`src/svrm_regs.svh`:
```
// constants of the supply voltage reset monitor
`ifndef SVRM_REGS_SVH
`define SVRM_REGS_SVH
`define SVRM_CLK_HZ          20000000
// processing times in nanoseconds
`define SVRM_T_EXT1_LVD_NS   832000
`define SVRM_T_EXT1_OFF_NS   519000
`define SVRM_T_EXT2_LVD_NS   675000
`define SVRM_T_EXT2_OFF_NS   362000
`define SVRM_T_LVD_RST_NS    70100
`define SVRM_T_LVD_TYP_NS    51100
// cycle counts: longest times round down
`define SVRM_CY_EXT1_LVD     ((`SVRM_T_EXT1_LVD_NS * 20) / 1000)
`define SVRM_CY_EXT1_OFF     ((`SVRM_T_EXT1_OFF_NS * 20) / 1000)
`define SVRM_CY_EXT2_LVD     ((`SVRM_T_EXT2_LVD_NS * 20) / 1000)
`define SVRM_CY_EXT2_OFF     ((`SVRM_T_EXT2_OFF_NS * 20) / 1000)
`define SVRM_CY_LVD_RST      ((`SVRM_T_LVD_RST_NS * 20) / 1000)
`define SVRM_CY_LVD_TYP      ((`SVRM_T_LVD_TYP_NS * 20) / 1000)
// field positions
`define SVRM_CTRL_FLAG_BIT   0
`define SVRM_RSRC_LVD_BIT    0
`define SVRM_LEVEL_BITS      4
// reset values
`define SVRM_LVL_HI          1'b0
`define SVRM_LVL_LO          1'b1
`define SVRM_ACT_IRQ         1'b0
`define SVRM_ACT_RST         1'b1
`endif

```
`src/svrm_pkg.sv`:
```
// types of the supply voltage reset monitor
package svrm_pkg;
    typedef enum logic [1:0] {
        SVRM_MODE_OFF   = 2'b00,
        SVRM_MODE_INT   = 2'b01,
        SVRM_MODE_COMB  = 2'b10,
        SVRM_MODE_RST   = 2'b11
    } svrm_mode_t;
    typedef enum logic [1:0] {
        SVRM_ST_POR     = 2'b00,
        SVRM_ST_HOLD    = 2'b01,
        SVRM_ST_PROC    = 2'b10,
        SVRM_ST_RUN     = 2'b11
    } svrm_state_t;
    typedef struct packed {
        logic [1:0]  s1_lo;
        logic [1:0]  s2_lo;
        logic [1:0]  s1_hi;
        logic [1:0]  s2_hi;
        svrm_state_t st;
        logic [15:0] cnt;
        logic        first_done;
        logic        lvd_cause;
        logic        int_released;
        logic        prev_below;
        logic        lvl_sel;
        logic        act_sel;
        logic        irq;
        logic        rst_n_out;
        logic        below_flag;
        logic        lvd_flag;
    } svrm_state_s_t;
endpackage : svrm_pkg

```
`src/svrm_monitor.sv`:
```
// supply voltage reset monitor control logic
// Summary of operation
// - processing interval covers oscillator settling time
// - first external release: 0.832/0.519 ms max
// - second external release: 0.675/0.362 ms max
// - combined mode: irq sets level, action bits
// - detector reset processing at most 0.0701 ms
// - reset mode recovery processing 0.0701 ms max
// - interrupt mode startup equals reset mode
// - mode field: 10 combined, 11 reset, 01 interrupt
// - combined: irq below upper, release at upper
// - combined: reset below lower threshold
// - reset mode: single threshold sets and releases
// - interrupt mode: hold reset until first above
// - interrupt mode: irq on every crossing
// - live below flag at control bit 0
// - detector reset sets source flag bit 0
// - power-on reset clears all source flags
// - level bit 0 upper, action bit 1 reset
`timescale 1ns/1ps
`include "svrm_regs.svh"
module svrm_monitor
    import svrm_pkg::*;
#(
    parameter int unsigned CY_EXT1_LVD = `SVRM_CY_EXT1_LVD,
    parameter int unsigned CY_EXT1_OFF = `SVRM_CY_EXT1_OFF,
    parameter int unsigned CY_EXT2_LVD = `SVRM_CY_EXT2_LVD,
    parameter int unsigned CY_EXT2_OFF = `SVRM_CY_EXT2_OFF,
    parameter int unsigned CY_LVD_RST  = `SVRM_CY_LVD_RST
) (
    input  wire logic                        CLK_SYS,
    input  wire logic                        RST_N,
    input  wire logic                        EXT_RESET_N,
    input  wire logic                        DETECTOR_MODE_SEL_HI,
    input  wire logic                        DETECTOR_MODE_SEL_LO,
    input  wire logic [`SVRM_LEVEL_BITS-1:0] LEVEL_CODE,
    input  wire logic                        CMP_BELOW_UPPER,
    input  wire logic                        CMP_BELOW_LOWER,
    input  wire logic                        FLAG_READ,
    output logic [`SVRM_LEVEL_BITS-1:0]      THRESHOLD_CODE,
    output logic                             INTERNAL_RESET_N,
    output logic                             LOW_SUPPLY_IRQ,
    output logic                             SUPPLY_BELOW_FLAG,
    output logic                             LOW_SUPPLY_RESET_FLAG,
    output logic                             THRESHOLD_LEVEL_SELECT,
    output logic                             DETECTOR_ACTION_SELECT
);
    svrm_state_s_t r;
    svrm_state_s_t next_r;
    svrm_mode_t    mode;
    logic          below_hi;
    logic          below_lo;
    logic          below_sel;
    logic          ext_rst;
    logic          lvd_on;
    logic [1:0]    s1_ext;
    logic [1:0]    s2_ext;
    logic [3:0]    lvl_q;

    assign mode     = svrm_mode_t'({DETECTOR_MODE_SEL_HI, DETECTOR_MODE_SEL_LO});
    assign lvd_on   = (mode != SVRM_MODE_OFF) && !(mode == SVRM_MODE_INT && 1'b0);
    assign below_hi = r.s2_hi[0];
    assign below_lo = r.s2_lo[0];
    assign ext_rst  = !s2_ext[0];
    // level bit picks lower comparator, upper otherwise
    assign below_sel = (r.lvl_sel == `SVRM_LVL_LO) ? below_lo : below_hi;

    // external reset pin synchroniser and level code register, outside the struct as they are no control state
    always_ff @(posedge CLK_SYS or negedge RST_N) begin
        if (!RST_N) begin
            s1_ext <= 2'b00;
            s2_ext <= 2'b00;
            lvl_q  <= 4'h0;
        end else begin
            s1_ext <= {1'b0, EXT_RESET_N};
            s2_ext <= s1_ext;
            lvl_q  <= LEVEL_CODE;
        end
    end

    always_comb begin
        next_r = r;
        next_r.s1_hi = {1'b0, CMP_BELOW_UPPER};
        next_r.s2_hi = r.s1_hi;
        next_r.s1_lo = {1'b0, CMP_BELOW_LOWER};
        next_r.s2_lo = r.s1_lo;
        next_r.irq = 1'b0;
        next_r.prev_below = below_sel;
        next_r.below_flag = lvd_on && below_sel;
        if (FLAG_READ) begin
            next_r.lvd_flag = 1'b0;
        end
        case (r.st)
            SVRM_ST_POR: begin
                // power-on: flags cleared, defaults from the mode field
                next_r.lvd_flag = 1'b0;
                next_r.lvl_sel  = (mode == SVRM_MODE_COMB) ? `SVRM_LVL_HI : `SVRM_LVL_LO;
                next_r.act_sel  = (mode == SVRM_MODE_RST) ? `SVRM_ACT_RST : `SVRM_ACT_IRQ;
                next_r.st       = SVRM_ST_HOLD;
            end
            SVRM_ST_HOLD: begin
                next_r.rst_n_out = 1'b0;
                next_r.cnt       = 16'h0000;
                if (ext_rst) begin
                    next_r.lvd_cause = 1'b0;
                end else if (mode == SVRM_MODE_OFF || !below_sel) begin
                    // combined: release only at upper level; int: first above
                    if (mode != SVRM_MODE_COMB || !below_hi) begin
                        next_r.st = SVRM_ST_PROC;
                    end
                end
            end
            SVRM_ST_PROC: begin
                // covers high-speed oscillator settling before release
                next_r.cnt = r.cnt + 16'h0001;
                if (ext_rst || (mode != SVRM_MODE_OFF && below_sel)) begin
                    next_r.st = SVRM_ST_HOLD;
                end else if (r.lvd_cause ? (32'(r.cnt) + 32'd1 >= CY_LVD_RST)
                        : !r.first_done ? (32'(r.cnt) + 32'd1 >=
                              (lvd_on ? CY_EXT1_LVD : CY_EXT1_OFF))
                        : (32'(r.cnt) + 32'd1 >=
                              (lvd_on ? CY_EXT2_LVD : CY_EXT2_OFF))) begin
                    next_r.st           = SVRM_ST_RUN;
                    next_r.rst_n_out    = 1'b1;
                    next_r.first_done   = 1'b1;
                    next_r.int_released = 1'b1;
                    next_r.lvd_cause    = 1'b0;
                end
            end
            SVRM_ST_RUN: begin
                if (ext_rst) begin
                    next_r.st        = SVRM_ST_HOLD;
                    next_r.rst_n_out = 1'b0;
                    next_r.lvd_flag  = 1'b0;
                    next_r.lvl_sel   = (mode == SVRM_MODE_COMB) ? `SVRM_LVL_HI : `SVRM_LVL_LO;
                    next_r.act_sel   = (mode == SVRM_MODE_RST) ? `SVRM_ACT_RST : `SVRM_ACT_IRQ;
                end else begin
                    case (mode)
                        SVRM_MODE_COMB: begin
                            if (below_hi && r.lvl_sel == `SVRM_LVL_HI) begin
                                next_r.irq     = 1'b1;
                                next_r.lvl_sel = `SVRM_LVL_LO;
                                next_r.act_sel = `SVRM_ACT_RST;
                            end
                            if (below_lo) begin
                                next_r.st        = SVRM_ST_HOLD;
                                next_r.rst_n_out = 1'b0;
                                next_r.lvd_cause = 1'b1;
                                next_r.lvd_flag  = 1'b1;
                            end
                        end
                        SVRM_MODE_RST: begin
                            if (below_sel) begin
                                next_r.st        = SVRM_ST_HOLD;
                                next_r.rst_n_out = 1'b0;
                                next_r.lvd_cause = 1'b1;
                                next_r.lvd_flag  = 1'b1;
                            end
                        end
                        SVRM_MODE_INT: begin
                            if (r.int_released && below_sel != r.prev_below) begin
                                next_r.irq = 1'b1;
                            end
                        end
                        default: begin
                        end
                    endcase
                end
            end
            default: begin
                next_r.st = SVRM_ST_POR;
            end
        endcase
    end

    always_ff @(posedge CLK_SYS or negedge RST_N) begin
        if (!RST_N) begin
            r <= '0;
        end else begin
            r <= next_r;
        end
    end

    always_ff @(posedge CLK_SYS or negedge RST_N) begin
        if (!RST_N) begin
            THRESHOLD_CODE <= 4'h0;
        end else begin
            THRESHOLD_CODE <= lvl_q;
        end
    end

    assign INTERNAL_RESET_N       = r.rst_n_out;
    assign LOW_SUPPLY_IRQ         = r.irq;
    assign SUPPLY_BELOW_FLAG      = r.below_flag;
    assign LOW_SUPPLY_RESET_FLAG  = r.lvd_flag;
    assign THRESHOLD_LEVEL_SELECT = r.lvl_sel;
    assign DETECTOR_ACTION_SELECT = r.act_sel;
endmodule : svrm_monitor

```
`config.mk`:
```
export PLATFORM = sky130hd
export DESIGN_NAME = svrm_monitor
export DESIGN_NICKNAME = d
export VERILOG_FILES = /design/src/svrm_pkg.sv /design/src/svrm_monitor.sv
export VERILOG_INCLUDE_DIRS = /design/src
export SDC_FILE = /design/constraint.sdc
export NUM_CORES = 1
export LEC_CHECK = 0
export BUFFER_PORTS_ARGS = -buffer_cell sky130_fd_sc_hd__buf_2
export CAP_MARGIN = 10
export CORE_ASPECT_RATIO = 0.9
export CORE_MARGIN = 8
export CORE_UTILIZATION = 55
export CTS_BUF_LIST = sky130_fd_sc_hd__clkbuf_2
export DETAILED_ROUTE_END_ITERATION = 16
export PLACE_DENSITY = 0.76
export SKIP_LAST_GASP = 1
export SLEW_MARGIN = 20
export SYNTH_ARGS = -nofsm -noshare
export SYNTH_HDL_FRONTEND = slang
export SYNTH_SLANG_ARGS = --single-unit
```
`constraint.sdc`:
```
create_clock -name CLK_SYS -period 3.4 [get_ports CLK_SYS]
set_input_delay 0.68 -clock CLK_SYS [delete_from_list [all_inputs] [get_ports CLK_SYS]]
set_output_delay 0.68 -clock CLK_SYS [all_outputs]
set_load 0.02 [all_outputs]
```
After elaboration in Yosys (flattened, before gate mapping)

Cells that the tools add are included.

Register bits: 41
Bits of input ports: 12
Word-level logic and storage cells: 117

Add/sub/neg operators: 2
Magnitude comparators: 3
Equality and inequality tests: 24
Mux-type cells: 47
Bitwise operators: 2
Reductions and logical operators: 20

Operators with widths:

| operator              | number |
|---|---|
| $ge 32x11->1 const B  | 1 |
| $ge 32x15->1          | 1 |
| $pmux 16 s2           | 1 |
| $mux 2                | 12 |
| $mux 1                | 21 |
| $ne 3x3->1 const B    | 6 |
| $add 16x1->17 const B | 1 |
| $ge 17x14->1          | 1 |
| $add 16x1->16 const B | 1 |
| $ne 2x2->1 const B    | 8 |
| $mux 15               | 1 |
| $mux 14               | 1 |
| $ne 4x4->1 const B    | 3 |
| $pmux 1 s2            | 5 |
| $eq 2x2->1 const B    | 4 |
| $pmux 2 s2            | 2 |
| $pmux 2 s4            | 1 |
| $reduce_and 8->1      | 1 |
| $reduce_and 7->1      | 1 |
| $pmux 1 s3            | 2 |
| $reduce_and 3->1      | 2 |
| $reduce_and 6->1      | 1 |
| $reduce_bool 2->1     | 3 |
| $eq 2x1->1 const B    | 2 |
| other kinds (8)       | 16 |

Depth between registers and ports, before layout

Depth in word-level cells: 8
Gate-level depth with buffers: 14
Depth with buffers taken out: 13

Least setup slack after synthesis

No wires, ideal clock.

Path type: input to register
Start: in DETECTOR_MODE_SEL_HI
End: reg r[8] (netlist name)
Library setup time: 73 ps
Arrival: 3297 ps
Data required time: 3327 ps
Slack: 30 ps
Stages: 12
Path through: inv_1 > ha_1 > inv_1 > ha_1 > nand4b_1 > a21o_1 > o21ai_0 > o41ai_1 > maj3_1 > o31a_1 > o41a_1 > a21oi_2

Longest elaborated chain between the ends: 7
Elaborated cells between the ends (all ways): 20
Those cells by class: order compare: 2; eq/ne: 7; mux: 7; reduce/logical: 4

RTL lines:

| element                                             | RTL line                                 | text |
|---|---|---|
| from (decl)                                         | svrm_monitor.sv:34                       | `input wire logic DETECTOR_MODE_SEL_HI,` |
| $reduce_bool 2->1                                   | svrm_monitor.sv:61, svrm_monitor.sv:116  |  |
| $mux 15 / $mux 14 (equally long branches)           | svrm_monitor.sv:120, svrm_monitor.sv:122 |  |
| $ge 32x15->1 / $ge 17x14->1 (equally long branches) | svrm_monitor.sv:119, svrm_monitor.sv:121 |  |
| $mux 1                                              | svrm_monitor.sv:119                      | `: !r.first_done ? (32'(r.cnt) + 32'd1 >=` |
| $mux 1                                              | svrm_monitor.sv:118                      | `end else if (r.lvd_cause ? (32'(r.cnt) + 32'd1 >= CY_LVD_RST)` |
| $ne 2x2->1 (no line)                                | --                                       |  |
| $reduce_and 8->1 (no line)                          | --                                       |  |
| to (signal assigned)                                | svrm_monitor.sv:180                      | `r <= next_r;` |
| to (decl)                                           | svrm_monitor.sv:48                       | `svrm_state_s_t r;` |

Parallel ways exist; a longest one is shown, timed or not. The select of a mux whose other input is x is not followed.
A chain may end at the register's enable or synchronous reset.

Worst setup path after layout

Start: reg r[11] (netlist name)
End: reg r[8] (netlist name)

Longest elaborated chain between the ends: 6
Elaborated cells between the ends (all ways): 8
Those cells by class: add/sub: 1; order compare: 3; eq/ne: 1; mux: 2; reduce/logical: 1

RTL lines:

| element                                             | RTL line |
|---|---|
| $add 16x1->17 *                                     | svrm_monitor.sv:118, svrm_monitor.sv:119, svrm_monitor.sv:121 |
| $ge 32x15->1 / $ge 17x14->1 (equally long branches) | svrm_monitor.sv:119, svrm_monitor.sv:121 |
| $mux 1                                              | svrm_monitor.sv:119 |
| $mux 1 *                                            | svrm_monitor.sv:118 |
| $ne 2x2->1 (no line) *                              | -- |
| $reduce_and 8->1 (no line) *                        | -- |

Every way passes the cells marked *; elsewhere a longest branch is shown, timed or not.

==> results.txt <==
ANT cells: 0
Routed len/inst: 17.1 um
Vias in the first global route: 2327
Drt drc: 0
FFs w/ async S/R, synth: 100%
Syn-to-layout area delta: 14.0%
R2r setup slk: 170 ps
Register area share after synthesis: 36.1%
Dpl cells: 396
Die height: 84.2 um
Synth cell types: 67
CTS clock-pin slew for the worst setup and hold paths: 240 ps
EDFF count, synth: 0
Worst hold path type: input port to async pin
Clock Latency Late Sink: 430 ps
Vias per cell: 6.20
Total Wirelength: 6940 um
Status: finished clean
Largest net degree at the start of global routing: 42
Synthesized net count: 340
Highest clock rate: 309 MHz
FP Rows: 25
Worst Skew: 20.9 ps
Most common cell on crit path: buf_4
GRT Total Usage: 17.8%
GP Congestion: 0.942
Starting Density: 55.5%
Core area: 5130 um^2
Total CTS buffers: 5
CP Cell Sequence: buf_4 -> nand3_4 -> buf_4 -> nor3_4 -> and3_2 -> xnor2_1 -> ha_1 -> nand2b_1 -> a2111o_1 -> a211oi_2 -> a311oi_2 -> o41a_1 -> a21oi_2
DRT Pass-1 Iters: 5
Global-route wire length before repair: 11200 um
PortBufs: 21
Syn Std Cell Area: 2850 um^2
DP Wirelength: 5000 um
Final non-filler cell total: 406
Top_reg_cell synth: dfrtp_1
Most frequent cells in the layout: dfrtp_1 (39), nand2_1 (24), buf_4 (23)
Share of the synthesized area in the top cell type: 36.1%
Overflow after GRT: 0
Tcrit/Tclk final: 95.1%
CTS tree: built
Crit path launch type: flop
Initial antenna violation count: 0
Max Transition Viols Final: 0
Slowest cell delay on critical path: 500 ps
Unrepaired setup endpoints after global routing: yes
Post-Syn Area per Cell: 9.33 um^2
Tmin final: 3230 ps
Share of cells above drive strength 1: 22.7%
Clk sink count: 41
NumNets Final: 373
Synth area leader: dfrtp_1
Worst Path Arrival: 3600 ps
Most common cell after layout, fill and taps aside: dfrtp_1
Post-layout util: 63.2%
Slowest CP cell: o41a_1
CP Max Fanout: 7
PwrDens: 457 nW/um^2
Synth area leaders: dfrtp_1 (36%), ha_1 (10%), xnor2_1 (4.3%), o21ai_0 (3.3%), nand2_1 (3.2%)
Clock Tree Buf Depth: 2
Seq cells post-synth: 41
Max cap viols: 0
Hold Buf Count CTS: 0
Total die area: 7730 um^2
Rel. slew slack: 37.4%
Routed Antenna Nets: 0
Leak: 1.45 nW
Initial DRC count: 206
# H-tree levels: 2
Io pins: 22
Die width: 91.8 um
Final setup viols: 0
Peak supply drop: 0.454 mV
Vias: 2519
YS warnings: 0
Critical Path RT: 3770 ps
Worst Max-Slew Pin Slew: 939 ps
Setup CP Type: flop to flop
Root Driver: clkbuf_2
CP endpoint kind: flop
Final Hold Viols: 0
Cell count after synthesis: 305
==> worst paths after layout <==
check	startpoint	endpoint	cells after the start
max	r[11]	r[8]	13
min reg2reg	s1_ext[0]	s2_ext[0]	0
max in group asynchronous	RST_N	r[10]	1
min in group CLK_SYS	LEVEL_CODE[3]	lvl_q[3]	1
min	RST_N	r[12]	1
max reg2reg	r[11]	r[8]	13
==> synth_stat cells, types with 2 or more instances <==
library cell / number
nand3_1: 11
o41ai_1: 4
nor4_1: 3
o2111ai_1: 3
nand4b_1: 2
nand4_1: 8
o22ai_1: 5
nand2b_1: 4
and3b_1: 2
xnor2_1: 14
nor3_1: 4
a22oi_1: 2
nor3b_1: 3
o41a_1: 2
clkbuf_1: 7
o211ai_1: 4
a2bb2oi_1: 2
ha_1: 23
dfrtp_1: 41
o21ai_0: 19
a22o_1: 4
nor2_1: 23
a21oi_1: 10
nor3_4: 2
nand2_1: 24
xor2_1: 5
inv_1: 18
mux2i_1: 3
a21o_1: 2
or3_1: 2
o31ai_1: 4
a31oi_1: 2
buf_2: 8
a311oi_1: 2
==> report_power, final <==
part	internal (W)	leakage, nW	switching (W)
clock	0.000125	0.0392	0.000177
sequential	0.000543	0.523	0.0000587
combinational	0.000213	0.890	0.000366
==> final cells by class <==
class / instances / area [um^2]
clock buffers: 5 / 25.0
clock inverters: 3 / 46.3
fillers: 437 / 1890
inverters: 18 / 67.6
multi-input cells: 228 / 1720
flip-flops and latches: 41 / 1030
well taps: 67 / 83.8
repair buffers: 44 / 278
==> repair_timing <==
| action | 4_1_cts | 5_1_grt |
|---|---|---|
| gates resized for setup | 0 | 12 |
| setup buffers | 0 | 2 |
| endpoints found under the setup margin | 0 | 4 |
==> kinds of logic after synthesis <==
family | count (synthesis) | share of synthesized area, %
buffers and inverters | 36 | 5.28
XOR/XNOR | 20 | 6.42
AND/OR/NAND/NOR | 99 | 19.9
multiplexers | 3 | 1.06
AO/OA/AOI/OAI | 82 | 20.8
adder cells (fa/ha/maj) | 24 | 10.5
flip-flops | 41 | 36.1
==> metrics by stage <==
| stage | power [W] | area [um^2] | TNS (ps) | hold slack (ps) | setup slack [ps] |
|---|---|---|---|---|---|
| after CTS | 0.00148 | 3180 | 0 | 323 | 42.2 |
| after global routing | 0.00157 | 3240 | -30.1 | 294 | -11.3 |
| after detailed placement | 0.00117 | 3110 | 0 | 340 | 80.0 |
| final | 0.00148 | 3240 | 0 | 341 | 168 |
| after floorplan | 0.000992 | 2850 | 0 | 331 | 29.6 |
| after global placement | 0.00116 | 3110 | 0 | 333 | 167 |
==> state kept, by name (all words and copies together), names as in the netlist, 2 cells and up <==
register	flops
THRESHOLD_CODE	4
r	21
lvl_q	4
next_r	2
==> worst max-delay path, delay by kind of cell (launching register included) <==
family	cells	cell delay [ps]
compound gates	5	1310
simple gates	4	650
flops	1	460
buf+inv	2	350
fa+ha+maj	1	250
xor+xnor	1	140
==> metal layers <==
metal  track usage [%]  share of wire [%]  vias to the layer above
met5                 0                  0                        -
li1                  -                  -                     1189
met2              27.9                 47                       99
met1              23.7                 45                     1220
met4              4.97                1.8                        0
met3              4.37                6.2                       11
(Power assumes the default switching activity.)
